<file path="src/hw/lsf_pkg.sv">
// package: register map, field layout and reset values of the link status
// and static forwarding block
// assumes: register numbers are word indices on a plain register port
package lsf_pkg;
  localparam int NLINK = 8;
  localparam int ADDR_W = 8;
  localparam int DATA_W = 32;
  localparam int NODE_W = 8;

  // ------------------------------------------------------------
  // register numbers
  // ------------------------------------------------------------
  localparam logic [7:0] REG_DIRS = 8'h0c;
  localparam logic [7:0] REG_NODE_ID = 8'h30;
  localparam logic [7:0] REG_LINK_BASE = 8'h20;
  localparam logic [7:0] REG_LINK_LAST = 8'h28;
  localparam logic [7:0] REG_STATIC_BASE = 8'ha0;
  localparam logic [7:0] REG_STATIC_LAST = 8'ha7;

  // ------------------------------------------------------------
  // link status word fields
  // ------------------------------------------------------------
  localparam int SRC_TYPE_LSB = 24;
  localparam int DST_LINK_LSB = 16;
  localparam int DIR_LSB = 8;
  localparam int NET_LSB = 4;
  localparam int JUNK_BIT = 2;
  localparam int DST_BUSY_BIT = 1;
  localparam int SRC_BUSY_BIT = 0;
  localparam logic [31:0] LINK_RSVD_MASK = 32'hfc00_f0c8;

  // ------------------------------------------------------------
  // static configuration word fields
  // ------------------------------------------------------------
  localparam int STATIC_EN_BIT = 31;
  localparam int STATIC_PROC_BIT = 8;
  localparam int STATIC_CHAN_LSB = 0;
  localparam logic [31:0] STATIC_RSVD_MASK = 32'h7fff_fee0;

  // ------------------------------------------------------------
  // reset values
  // ------------------------------------------------------------
  localparam logic [3:0] DIR_RST = 4'h0;
  localparam logic [1:0] NET_RST = 2'h0;
  localparam logic [4:0] CHAN_RST = 5'h00;
  localparam logic [31:0] DIRS_RST = 32'h0000_0000;
  localparam logic [7:0] NODE_RST = 8'h00;

  // static word k serves link C, D, A, B, G, H, E, F (links A..H = 0..7)
  localparam logic [23:0] STATIC_LINK_MAP = {3'h5, 3'h4, 3'h7, 3'h6, 3'h1, 3'h0, 3'h3, 3'h2};

  typedef enum logic [1:0] {
    SRC_SERIAL_LINK = 2'b00,
    SRC_PROCESSOR_LINK = 2'b01,
    SRC_SWITCH_CONTROL_TARGET = 2'b10,
    SRC_UNDEFINED = 2'b11
  } lsf_source_target_type_t;

  typedef enum logic [1:0] {
    LINK_IDLE = 2'b00,
    LINK_ACTIVE = 2'b01,
    LINK_JUNK = 2'b10
  } lsf_link_state_t;
endpackage

</file>
<file path="src/hw/lsf_route_if.sv">
// interface: node identifiers and dimension table in, chosen direction out
// assumes: the router side is purely combinational
interface lsf_route_if;
  logic [7:0] node_id;
  logic [7:0] pkt_node;
  logic [31:0] dirs;
  logic [3:0] dir;
  logic mismatch;
  modport top (output node_id, output pkt_node, output dirs, input dir, input mismatch);
  modport rt (input node_id, input pkt_node, input dirs, output dir, output mismatch);
endinterface

</file>
<file path="src/hw/lsf_top.sv">
// top: link status, direction, network and static forwarding registers
// assumes: switch fabric presents one header pulse per packet per link
//
// Functional notes
// - each link status word shows the source target type in bits 25:24.
// - bits 23:16 show the destination link number while the link is in use.
// - bits 11:8 are a writable per-link direction, reset to zero.
// - bits 5:4 are a writable per-link network number, reset to zero.
// - bit 2 flags a junk packet, which is dropped and never forwarded.
// - bit 1 is high while the destination side of the link is busy.
// - bit 0 is high while the source side of the link is busy.
// - link words sit at consecutive registers from 0x20 for links 0 to 7.
// - static enable bit 31 forwards all non-junk link traffic to one channel end, unrouted.
// - static bit 8 picks the destination processor on this node.
// - static bits 4:0 pick the destination channel end on this node.
// - static words 0xa0 to 0xa7 serve links C, D, A, B, G, H, E, F in order.
// - routed packets take the direction of their highest mismatching node id bit, or the link direction when the node ids match.
module lsf_top #(
  parameter int NLINK = lsf_pkg::NLINK
) (
  input wire logic i_ref_clk,
  input wire logic i_rst,
  input wire logic [7:0] i_addr,
  input wire logic [31:0] i_wdata,
  input wire logic i_wr,
  input wire logic i_rd,
  output logic [31:0] o_rdata,
  input wire logic [NLINK-1:0] i_hdr_valid,
  input wire logic [NLINK-1:0] i_hdr_junk,
  input wire logic [NLINK*8-1:0] i_hdr_node,
  input wire logic [NLINK*8-1:0] i_hdr_dst_link,
  input wire logic [NLINK-1:0] i_pkt_end,
  input wire logic [NLINK-1:0] i_dst_busy,
  input wire logic [NLINK*2-1:0] i_src_type,
  output logic [NLINK-1:0] o_fwd_valid,
  output logic [NLINK-1:0] o_fwd_drop,
  output logic [NLINK-1:0] o_fwd_static,
  output logic [NLINK-1:0] o_fwd_proc,
  output logic [NLINK*5-1:0] o_fwd_chanend,
  output logic [NLINK*4-1:0] o_fwd_dir,
  output logic [NLINK*2-1:0] o_fwd_net
);
  if (NLINK != 8) begin : g_bad_nlink
    $error("lsf_top serves exactly eight links");
  end

  // ------------------------------------------------------------
  // configuration storage
  // ------------------------------------------------------------
  logic [3:0] dir_ff [NLINK];
  logic [1:0] net_ff [NLINK];
  logic st_en_ff [NLINK];
  logic st_proc_ff [NLINK];
  logic [4:0] st_chan_ff [NLINK];
  logic [7:0] dst_link_ff [NLINK];
  logic [31:0] dirs_ff;
  logic [7:0] node_ff;
  logic [31:0] rdata_ff;
  logic [31:0] nxt_rdata;
  logic [NLINK-1:0] src_busy;
  logic [NLINK-1:0] junk;
  logic [NLINK-1:0] accept;
  logic [3:0] route_dir [NLINK];
  logic [31:0] link_word [NLINK];
  logic [31:0] static_word [NLINK];

  logic link_hit;
  logic static_hit;
  logic [2:0] link_idx;
  logic [2:0] static_link;

  assign link_hit = (i_addr >= lsf_pkg::REG_LINK_BASE) && (i_addr < lsf_pkg::REG_LINK_LAST);
  assign link_idx = i_addr[2:0];
  assign static_hit = (i_addr >= lsf_pkg::REG_STATIC_BASE) && (i_addr <= lsf_pkg::REG_STATIC_LAST);
  assign static_link = lsf_pkg::STATIC_LINK_MAP[i_addr[2:0]*3 +: 3];

  // ------------------------------------------------------------
  // per-link tracking, routing and word assembly
  // ------------------------------------------------------------
  for (genvar l = 0; l < NLINK; l++) begin : g_link
    lsf_route_if rif ();

    assign rif.node_id = node_ff;
    assign rif.pkt_node = i_hdr_node[l*8 +: 8];
    assign rif.dirs = dirs_ff;
    assign route_dir[l] = rif.mismatch ? rif.dir : dir_ff[l];

    lsf_route u_route (
      .rif(rif.rt)
    );

    lsf_link_track u_track (
      .i_ref_clk(i_ref_clk),
      .i_rst(i_rst),
      .i_hdr_valid(i_hdr_valid[l]),
      .i_hdr_junk(i_hdr_junk[l]),
      .i_pkt_end(i_pkt_end[l]),
      .o_src_busy(src_busy[l]),
      .o_junk(junk[l]),
      .o_accept(accept[l])
    );

    always_comb begin
      link_word[l] = 32'h0000_0000;
      link_word[l][lsf_pkg::SRC_TYPE_LSB +: 2] = i_src_type[l*2 +: 2];
      link_word[l][lsf_pkg::DST_LINK_LSB +: 8] = src_busy[l] ? dst_link_ff[l] : 8'h00;
      link_word[l][lsf_pkg::DIR_LSB +: 4] = dir_ff[l];
      link_word[l][lsf_pkg::NET_LSB +: 2] = net_ff[l];
      link_word[l][lsf_pkg::JUNK_BIT] = junk[l];
      link_word[l][lsf_pkg::DST_BUSY_BIT] = i_dst_busy[l];
      link_word[l][lsf_pkg::SRC_BUSY_BIT] = src_busy[l];
    end

    always_comb begin
      static_word[l] = 32'h0000_0000;
      static_word[l][lsf_pkg::STATIC_EN_BIT] = st_en_ff[l];
      static_word[l][lsf_pkg::STATIC_PROC_BIT] = st_proc_ff[l];
      static_word[l][lsf_pkg::STATIC_CHAN_LSB +: 5] = st_chan_ff[l];
    end

    // destination link captured with the header
    always_ff @(posedge i_ref_clk or posedge i_rst) begin
      if (i_rst) begin
        dst_link_ff[l] <= 8'h00;
      end else if (accept[l]) begin
        dst_link_ff[l] <= i_hdr_dst_link[l*8 +: 8];
      end
    end

    // forwarding decision, one pulse per header accepted while the link is idle
    always_ff @(posedge i_ref_clk or posedge i_rst) begin
      if (i_rst) begin
        o_fwd_valid[l] <= 1'b0;
        o_fwd_drop[l] <= 1'b0;
        o_fwd_static[l] <= 1'b0;
        o_fwd_proc[l] <= 1'b0;
        o_fwd_chanend[l*5 +: 5] <= 5'h00;
        o_fwd_dir[l*4 +: 4] <= 4'h0;
        o_fwd_net[l*2 +: 2] <= 2'h0;
      end else begin
        o_fwd_valid[l] <= accept[l] && !i_hdr_junk[l];
        o_fwd_drop[l] <= accept[l] && i_hdr_junk[l];
        if (accept[l]) begin
          o_fwd_static[l] <= st_en_ff[l];
          o_fwd_proc[l] <= st_en_ff[l] && st_proc_ff[l];
          o_fwd_chanend[l*5 +: 5] <= st_en_ff[l] ? st_chan_ff[l] : 5'h00;
          o_fwd_dir[l*4 +: 4] <= st_en_ff[l] ? 4'h0 : route_dir[l];
          o_fwd_net[l*2 +: 2] <= net_ff[l];
        end
      end
    end

    // ------------------------------------------------------------
    // per-link checks
    // ------------------------------------------------------------
    a_static_chan: assert property (@(posedge i_ref_clk) disable iff (i_rst)
      accept[l] && !i_hdr_junk[l] && st_en_ff[l] && !(i_wr && static_hit && static_link == l)
      |=> o_fwd_valid[l] && o_fwd_static[l] && o_fwd_chanend[l*5 +: 5] == $past(st_chan_ff[l])
      && o_fwd_proc[l] == $past(st_proc_ff[l]) && o_fwd_dir[l*4 +: 4] == 4'h0)
      else $error("static forward mismatch");
    a_junk_dropped: assert property (@(posedge i_ref_clk) disable iff (i_rst)
      accept[l] && i_hdr_junk[l] |=> !o_fwd_valid[l] && o_fwd_drop[l] ##1 junk[l] || $past(i_pkt_end[l]))
      else $error("junk packet forwarded");
    a_routed_dir: assert property (@(posedge i_ref_clk) disable iff (i_rst)
      accept[l] && !st_en_ff[l] && (i_hdr_node[l*8 +: 8] ^ node_ff) == 8'h80 && !i_wr
      |=> o_fwd_dir[l*4 +: 4] == $past(dirs_ff[31:28]))
      else $error("routed direction wrong");
    a_routed_fields: assert property (@(posedge i_ref_clk) disable iff (i_rst)
      accept[l] && !st_en_ff[l] |=> !o_fwd_static[l] && !o_fwd_proc[l] && o_fwd_chanend[l*5 +: 5] == 5'h00)
      else $error("routed packet carries static fields");
    a_src_busy_set: assert property (@(posedge i_ref_clk) disable iff (i_rst)
      accept[l] |=> src_busy[l])
      else $error("source side not busy after header");
    a_busy_clears: assert property (@(posedge i_ref_clk) disable iff (i_rst)
      src_busy[l] && i_pkt_end[l] |=> !src_busy[l])
      else $error("source side busy after packet end");
    a_dst_captured: assert property (@(posedge i_ref_clk) disable iff (i_rst)
      accept[l] |=> link_word[l][lsf_pkg::DST_LINK_LSB +: 8] == $past(i_hdr_dst_link[l*8 +: 8]))
      else $error("destination link not shown");
    a_net_at_accept: assert property (@(posedge i_ref_clk) disable iff (i_rst)
      accept[l] |=> o_fwd_net[l*2 +: 2] == $past(net_ff[l]))
      else $error("network number not forwarded");
    a_route_fallback: assert property (@(posedge i_ref_clk) disable iff (i_rst)
      accept[l] && !st_en_ff[l] && i_hdr_node[l*8 +: 8] == node_ff
      |=> o_fwd_dir[l*4 +: 4] == $past(dir_ff[l]))
      else $error("own direction not used");
    a_junk_shown: assert property (@(posedge i_ref_clk) disable iff (i_rst)
      accept[l] && i_hdr_junk[l] |=> junk[l])
      else $error("junk flag not set");
  end

  // ------------------------------------------------------------
  // register writes
  // ------------------------------------------------------------
  always_ff @(posedge i_ref_clk or posedge i_rst) begin
    if (i_rst) begin
      for (int l = 0; l < NLINK; l++) begin
        dir_ff[l] <= lsf_pkg::DIR_RST;
        net_ff[l] <= lsf_pkg::NET_RST;
      end
    end else if (i_wr && link_hit) begin
      dir_ff[link_idx] <= i_wdata[lsf_pkg::DIR_LSB +: 4];
      net_ff[link_idx] <= i_wdata[lsf_pkg::NET_LSB +: 2];
    end
  end

  always_ff @(posedge i_ref_clk or posedge i_rst) begin
    if (i_rst) begin
      for (int l = 0; l < NLINK; l++) begin
        st_en_ff[l] <= 1'b0;
        st_proc_ff[l] <= 1'b0;
        st_chan_ff[l] <= lsf_pkg::CHAN_RST;
      end
    end else if (i_wr && static_hit) begin
      st_en_ff[static_link] <= i_wdata[lsf_pkg::STATIC_EN_BIT];
      st_proc_ff[static_link] <= i_wdata[lsf_pkg::STATIC_PROC_BIT];
      st_chan_ff[static_link] <= i_wdata[lsf_pkg::STATIC_CHAN_LSB +: 5];
    end
  end

  always_ff @(posedge i_ref_clk or posedge i_rst) begin
    if (i_rst) begin
      dirs_ff <= lsf_pkg::DIRS_RST;
      node_ff <= lsf_pkg::NODE_RST;
    end else if (i_wr) begin
      if (i_addr == lsf_pkg::REG_DIRS) begin
        dirs_ff <= i_wdata;
      end
      if (i_addr == lsf_pkg::REG_NODE_ID) begin
        node_ff <= i_wdata[7:0];
      end
    end
  end

  // ------------------------------------------------------------
  // register reads, data one cycle after the strobe
  // ------------------------------------------------------------
  always_comb begin
    nxt_rdata = 32'h0000_0000;
    if (i_rd) begin
      if (link_hit) begin
        nxt_rdata = link_word[link_idx];
      end else if (static_hit) begin
        nxt_rdata = static_word[static_link];
      end else if (i_addr == lsf_pkg::REG_DIRS) begin
        nxt_rdata = dirs_ff;
      end else if (i_addr == lsf_pkg::REG_NODE_ID) begin
        nxt_rdata = {24'h00_0000, node_ff};
      end
    end
  end

  always_ff @(posedge i_ref_clk or posedge i_rst) begin
    if (i_rst) begin
      rdata_ff <= 32'h0000_0000;
    end else begin
      rdata_ff <= nxt_rdata;
    end
  end

  assign o_rdata = rdata_ff;

  // ------------------------------------------------------------
  // checks
  // ------------------------------------------------------------
  a_link_rsvd: assert property (@(posedge i_ref_clk) disable iff (i_rst)
    i_rd && link_hit |=> (o_rdata & lsf_pkg::LINK_RSVD_MASK) == 32'h0000_0000)
    else $error("link word reserved bits set");
  a_static_rsvd: assert property (@(posedge i_ref_clk) disable iff (i_rst)
    i_rd && static_hit |=> (o_rdata & lsf_pkg::STATIC_RSVD_MASK) == 32'h0000_0000)
    else $error("static word reserved bits set");
  a_dir_write: assert property (@(posedge i_ref_clk) disable iff (i_rst)
    i_wr && link_hit ##1 i_rd && i_addr == $past(i_addr)
    |=> o_rdata[11:4] == {$past(i_wdata[11:8], 2), 2'b00, $past(i_wdata[5:4], 2)})
    else $error("direction or network not stored");
  a_static_write: assert property (@(posedge i_ref_clk) disable iff (i_rst)
    i_wr && static_hit ##1 i_rd && i_addr == $past(i_addr)
    |=> o_rdata == ($past(i_wdata, 2) & ~lsf_pkg::STATIC_RSVD_MASK))
    else $error("static word not stored");
  a_status_bits: assert property (@(posedge i_ref_clk) disable iff (i_rst)
    i_rd && link_hit |=> o_rdata[1:0] == {$past(i_dst_busy[link_idx]), $past(src_busy[link_idx])}
    && o_rdata[25:24] == $past(i_src_type[link_idx*2 +: 2]))
    else $error("status bits wrong");
  a_dst_idle_zero: assert property (@(posedge i_ref_clk) disable iff (i_rst)
    i_rd && link_hit && !src_busy[link_idx] |=> o_rdata[23:16] == 8'h00)
    else $error("destination shown while idle");
  a_ninth_zero: assert property (@(posedge i_ref_clk) disable iff (i_rst)
    i_rd && i_addr == lsf_pkg::REG_LINK_LAST |=> o_rdata == 32'h0000_0000)
    else $error("register past link seven not zero");

  // ------------------------------------------------------------
  // read port timing and own registers
  // ------------------------------------------------------------
  a_rdata_idle: assert property (@(posedge i_ref_clk) disable iff (i_rst)
    !i_rd |=> o_rdata == 32'h0000_0000)
    else $error("read data outside read cycle");
  a_dirs_write: assert property (@(posedge i_ref_clk) disable iff (i_rst)
    i_wr && i_addr == lsf_pkg::REG_DIRS |=> dirs_ff == $past(i_wdata))
    else $error("dimension table not stored");
  a_dirs_readback: assert property (@(posedge i_ref_clk) disable iff (i_rst)
    i_rd && i_addr == lsf_pkg::REG_DIRS |=> o_rdata == $past(dirs_ff))
    else $error("dimension table read wrong");
  a_node_readback: assert property (@(posedge i_ref_clk) disable iff (i_rst)
    i_rd && i_addr == lsf_pkg::REG_NODE_ID |=> o_rdata == {24'h00_0000, $past(node_ff)})
    else $error("node id read wrong");
endmodule

</file>
<file path="src/hw/lsf_route.sv">
// routing decode: direction from the highest differing node id bit
// assumes: table holds one 4-bit direction per dimension
module lsf_route (
  lsf_route_if.rt rif
);
  logic [7:0] diff;
  logic [3:0] dir;

  assign diff = rif.node_id ^ rif.pkt_node;

  // ------------------------------------------------------------
  // most significant mismatch picks the dimension
  // ------------------------------------------------------------
  always_comb begin
    dir = 4'h0;
    for (int d = 0; d < 8; d++) begin
      if (diff[d]) begin
        dir = rif.dirs[d*4 +: 4];
      end
    end
  end

  assign rif.dir = dir;
  assign rif.mismatch = |diff;
endmodule

</file>
<file path="src/hw/lsf_link_track.sv">
// per-link packet tracker: source busy and junk state
// assumes: a header and its packet end never coincide
module lsf_link_track (
  input wire logic i_ref_clk,
  input wire logic i_rst,
  input wire logic i_hdr_valid,
  input wire logic i_hdr_junk,
  input wire logic i_pkt_end,
  output logic o_src_busy,
  output logic o_junk,
  output logic o_accept
);
  lsf_pkg::lsf_link_state_t state_ff;
  lsf_pkg::lsf_link_state_t nxt_state;

  assign o_accept = (state_ff == lsf_pkg::LINK_IDLE) && i_hdr_valid;

  always_comb begin
    nxt_state = state_ff;
    case (state_ff)
      lsf_pkg::LINK_IDLE: begin
        if (i_hdr_valid) begin
          nxt_state = i_hdr_junk ? lsf_pkg::LINK_JUNK : lsf_pkg::LINK_ACTIVE;
        end
      end
      lsf_pkg::LINK_ACTIVE,
      lsf_pkg::LINK_JUNK: begin
        if (i_pkt_end) begin
          nxt_state = lsf_pkg::LINK_IDLE;
        end
      end
      default: nxt_state = lsf_pkg::LINK_IDLE;
    endcase
  end

  always_ff @(posedge i_ref_clk or posedge i_rst) begin
    if (i_rst) begin
      state_ff <= lsf_pkg::LINK_IDLE;
    end else begin
      state_ff <= nxt_state;
    end
  end

  assign o_src_busy = (state_ff != lsf_pkg::LINK_IDLE);
  assign o_junk = (state_ff == lsf_pkg::LINK_JUNK);

  a_junk_holds: assert property (@(posedge i_ref_clk) disable iff (i_rst)
    o_junk && !i_pkt_end |=> o_junk) else $error("junk flag dropped early");
endmodule

</file>
<file path="config.mk">
export PLATFORM = sky130hd
export DESIGN_NAME = lsf_top
export DESIGN_NICKNAME = d
export VERILOG_FILES = /design/src/hw/lsf_pkg.sv /design/src/hw/lsf_route_if.sv /design/src/hw/lsf_top.sv /design/src/hw/lsf_route.sv /design/src/hw/lsf_link_track.sv
export SDC_FILE = /design/constraint.sdc
export NUM_CORES = 1
export LEC_CHECK = 0
export ABC_CLOCK_PERIOD_IN_PS = 25300
export BUFFER_PORTS_ARGS = -buffer_cell sky130_fd_sc_hd__buf_4
export CELL_PAD_IN_SITES_DETAIL_PLACEMENT = 2
export CELL_PAD_IN_SITES_GLOBAL_PLACEMENT = 2
export CORE_MARGIN = 3
export CORE_UTILIZATION = 40
export CTS_BUF_LIST = sky130_fd_sc_hd__clkbuf_4
export DETAILED_ROUTE_END_ITERATION = 10
export PLACE_DENSITY = 0.84
export SLEW_MARGIN = 20
export SYNTH_ARGS = -nofsm -noshare
export SYNTH_HDL_FRONTEND = slang
export SYNTH_SLANG_ARGS = --single-unit
</file>
<file path="constraint.sdc">
create_clock -name i_ref_clk -period 25.3 [get_ports i_ref_clk]
set_input_delay 1.265 -clock i_ref_clk [delete_from_list [all_inputs] [get_ports i_ref_clk]]
set_output_delay 1.265 -clock i_ref_clk [all_outputs]
set_load 0.01 [all_outputs]
</file>
==> out/results.txt <==
drt first pass iters -> 6
Switch Pwr -> 0.7068 mW
total gr overflow -> 0
die height -> 228.8 µm
Max-slew headroom -> 27.58%
Clock transition at path regs -> 0.08 ns
FF-to-FF path depth -> 5
Slew Viols, Final -> 0
filler cell count -> 5033
Crit Path Class -> in -> reg
gr usage total -> 36.34%
post-synthesis mux area share -> 15.43%
io pins -> 372
RSZ-0062 raised after global routing -> false
Worst-Margin Slew -> 1.086 ns
via count -> 18270
CTS resizes -> 0
antenna violations before repair -> 7
post-synthesis xor/xnor area fraction -> 4.588%
largest family of logic cells by synthesized area -> compound AO/OA/AOI/OAI gates
fraction of layout cells with a size suffix above 1 -> 38.17%
setup repair bufs after CTS -> 0
Port-buffer cells -> 371
fmax -> 283.1 MHz
# H-tree levels -> 3
vias in the first global route -> 20370
WP data arrival -> 4.32 ns
post-DP HPWL -> 66770 µm
Clock Sinks -> 376
register area -> 9409 µm²
cell count after synthesis -> 1819
initial DRC count -> 1744
CTS tree -> done
synth unique cells -> 74
detailed-route DRC error count -> 0
Synth Area in Compound Gates -> 16.37%
Critical Path Source Type -> input port
Final nets -> 2424
Area Growth Syn to Fin -> 22.40%
core area -> 48950 µm²
Clock power frac -> 30.2%
global-route wire length before repair -> 141200 µm
final hold vios -> 0
Root Buffer -> clkbuf_4
sequential share of power -> 41.7%
WL per Instance -> 32.86 µm
multi-input logic area -> 9699 µm²
critical path peak fanout -> 63
CP required -> 26.08 ns
reg2reg end -> o_fwd_dir[6]
internal reg-to-reg setup slack -> 22.42 ns
ys flop type -> dfrtp_1
kind of end point of the critical path -> flip-flop
Final min period -> 3.532 ns
worst min path class -> in -> async
total negative slack -> 0 ns
Max VDD drop -> 0.03738 mV
fraction of the mapped netlist area in adder cells -> 1.008%
EDFF count, synth -> 0
largest net degree at the start of global routing -> 166
Seq cells post-synth -> 376
Antenna Violating Nets Remaining -> 0
clock buffer depth -> 3
CTS Buf Count -> 103
Starting Density -> 40.56%
Synth async-reset ratio -> 100.0%
skew final -> 0.05402 ns
Final Wtd Congestion -> 0.9178
Worst-Skew Late Latency -> 0.89 ns
combinational share of power -> 28.1%
fin crit share -> 13.96%
max-cap violations -> 0
simple-gate share of the synthesized area -> 11.46%
Total Wirelength -> 96450 µm
Vias/cell -> 6.226
Pwr Density -> 77.43 nW/µm²
internal power -> 1.175 mW
sw frac -> 37.56%
reg-to-reg critical path startpoint -> g_link[0].rif.node_id[6]
row count -> 81
Die Width -> 228.8 µm
CTS Hold Bufs -> 0
Seq/Total Area, Yosys -> 47.39%
Static Leak -> 11.44 nW
synthesized net count -> 2055
hold_ws -> 0.4569 ns
status -> complete, no violations
# setup viols final -> 0
Ys Warns -> 0
Mapped Area -> 19860 µm²
syn avg cell area -> 10.92 µm²
die footprint -> 52350 µm²
## cell usage after synthesis (28+ instances only)
master	count	area share (%)
a221oi_1	71	3.1
a222oi_1	34	1.7
buf_1	35	0.66
clkbuf_1	47	0.89
dfrtp_1	376	47
inv_1	39	0.74
mux2_2	237	13
nand2_1	228	4.3
nor2_1	137	2.6
nor4_1	28	0.88
o21ai_0	103	2.6
xnor2_1	46	2.0
xor2_1	40	1.8
## logic make-up (layout without fill, tap and decap cells)
kind of cell,count (synthesis),count (layout)
adder cells (fa/ha/maj),16,16
multiplexers,264,264
buffers and inverters,163,610
other,0,5
flip-flops,376,376
AND/OR/NAND/NOR,492,492
AO/OA/AOI/OAI,413,413
XOR/XNOR,95,95
## through the flow
stage | instances | power (mW) | area [µm²] | setup slack [ns] | util (%)
finish | 2935 | 1.882 | 24300 | 21.77 | 49.65
CTS | 2930 | 1.883 | 24290 | 21.94 | 49.62
detailed placement | 2747 | 1.296 | 23010 | 21.06 | 47.02
global route | 2932 | 1.966 | 24290 | 21.71 | 49.63
global placement | 2747 | 1.265 | 23010 | 21.22 | 47.02
floorplan | 1819 | 1.060 | 19860 | 13.59 | -
## metal layers
layer	share of wire [%]	global-route usage, %
met5	0.039	0
met1	38	44.41
met2	48	60.46
met4	5.3	18.98
met3	8.0	7.964
## state kept, by name (all words and copies together), names as in the netlist, 16 cells and up
name	cells
dst_link_ff	64
dirs_ff	32
o_fwd_net	16
g_link.u_track.state_ff	16
o_rdata	32
link_word	16
dir_ff	32
o_fwd_chanend	40
st_chan_ff	40
o_fwd_dir	32
## cell usage in the layout (no fill, tap or decap), drive strengths merged, types with 17 or more instances in the layout
cell type  netlist  layout
o311ai          32      32
a2bb2oi         34      34
mux2           237     237
xor2            42      42
clkinv           1      29
a21oi           19      19
xnor2           53      53
o22ai           20      20
inv             39      42
dfrtp          376     376
clkbuf          47     152
a221oi          71      71
nor4            29      29
mux2i           17      17
nand2          229     229
nor2           138     138
o21ai          127     127
a222oi          34      34
buf             76     387
## worst max-delay path by stage
stage / depth (start not counted) / start / end
5_1_grt: 6 / i_addr[2] / o_rdata[23]
4_1_cts: 6 / i_addr[2] / o_rdata[8]
2_1_floorplan: 1 / i_rst / dir_ff[0]
3_5_place_dp: 6 / i_addr[2] / o_rdata[8]
3_3_place_gp: 6 / i_addr[2] / o_rdata[8]
6_report: 6 / i_addr[2] / o_rdata[25]
## power by group through the flow
| stage | Combinational (mW) | Sequential (mW) | Clock [mW] |
|---|---|---|---|
| after floorplan | 0.314 | 0.746 | 0 |
| after global placement | 0.484 | 0.781 | 0 |
| after detailed placement | 0.508 | 0.788 | 0 |
| after CTS | 0.525 | 0.781 | 0.577 |
| after global routing | 0.566 | 0.790 | 0.610 |
| final | 0.529 | 0.784 | 0.569 |
## critical path, cell delays in order
cell     delay, ns
buf_4         0.59
nor3b_2       0.63
and4_1        0.82
and2_1        0.62
nand2_1       0.14
o21ai_0       0.17
## area by class of cell
| class | count | share of cell area [%] |
|---|---|---|
| Timing Repair Buffer | 387 | 12.01 |
| Inverter | 40 | 0.6487 |
| Clock buffer | 152 | 4.695 |
| Tap cell | 664 | 3.419 |
| Multi-Input combinational cell | 1280 | 39.91 |
| Clock inverter | 31 | 0.5509 |
| Antenna cell | 5 | 0.05149 |
| Sequential cell | 376 | 38.72 |
No activity file was read; power rests on OpenSTA's default activity.
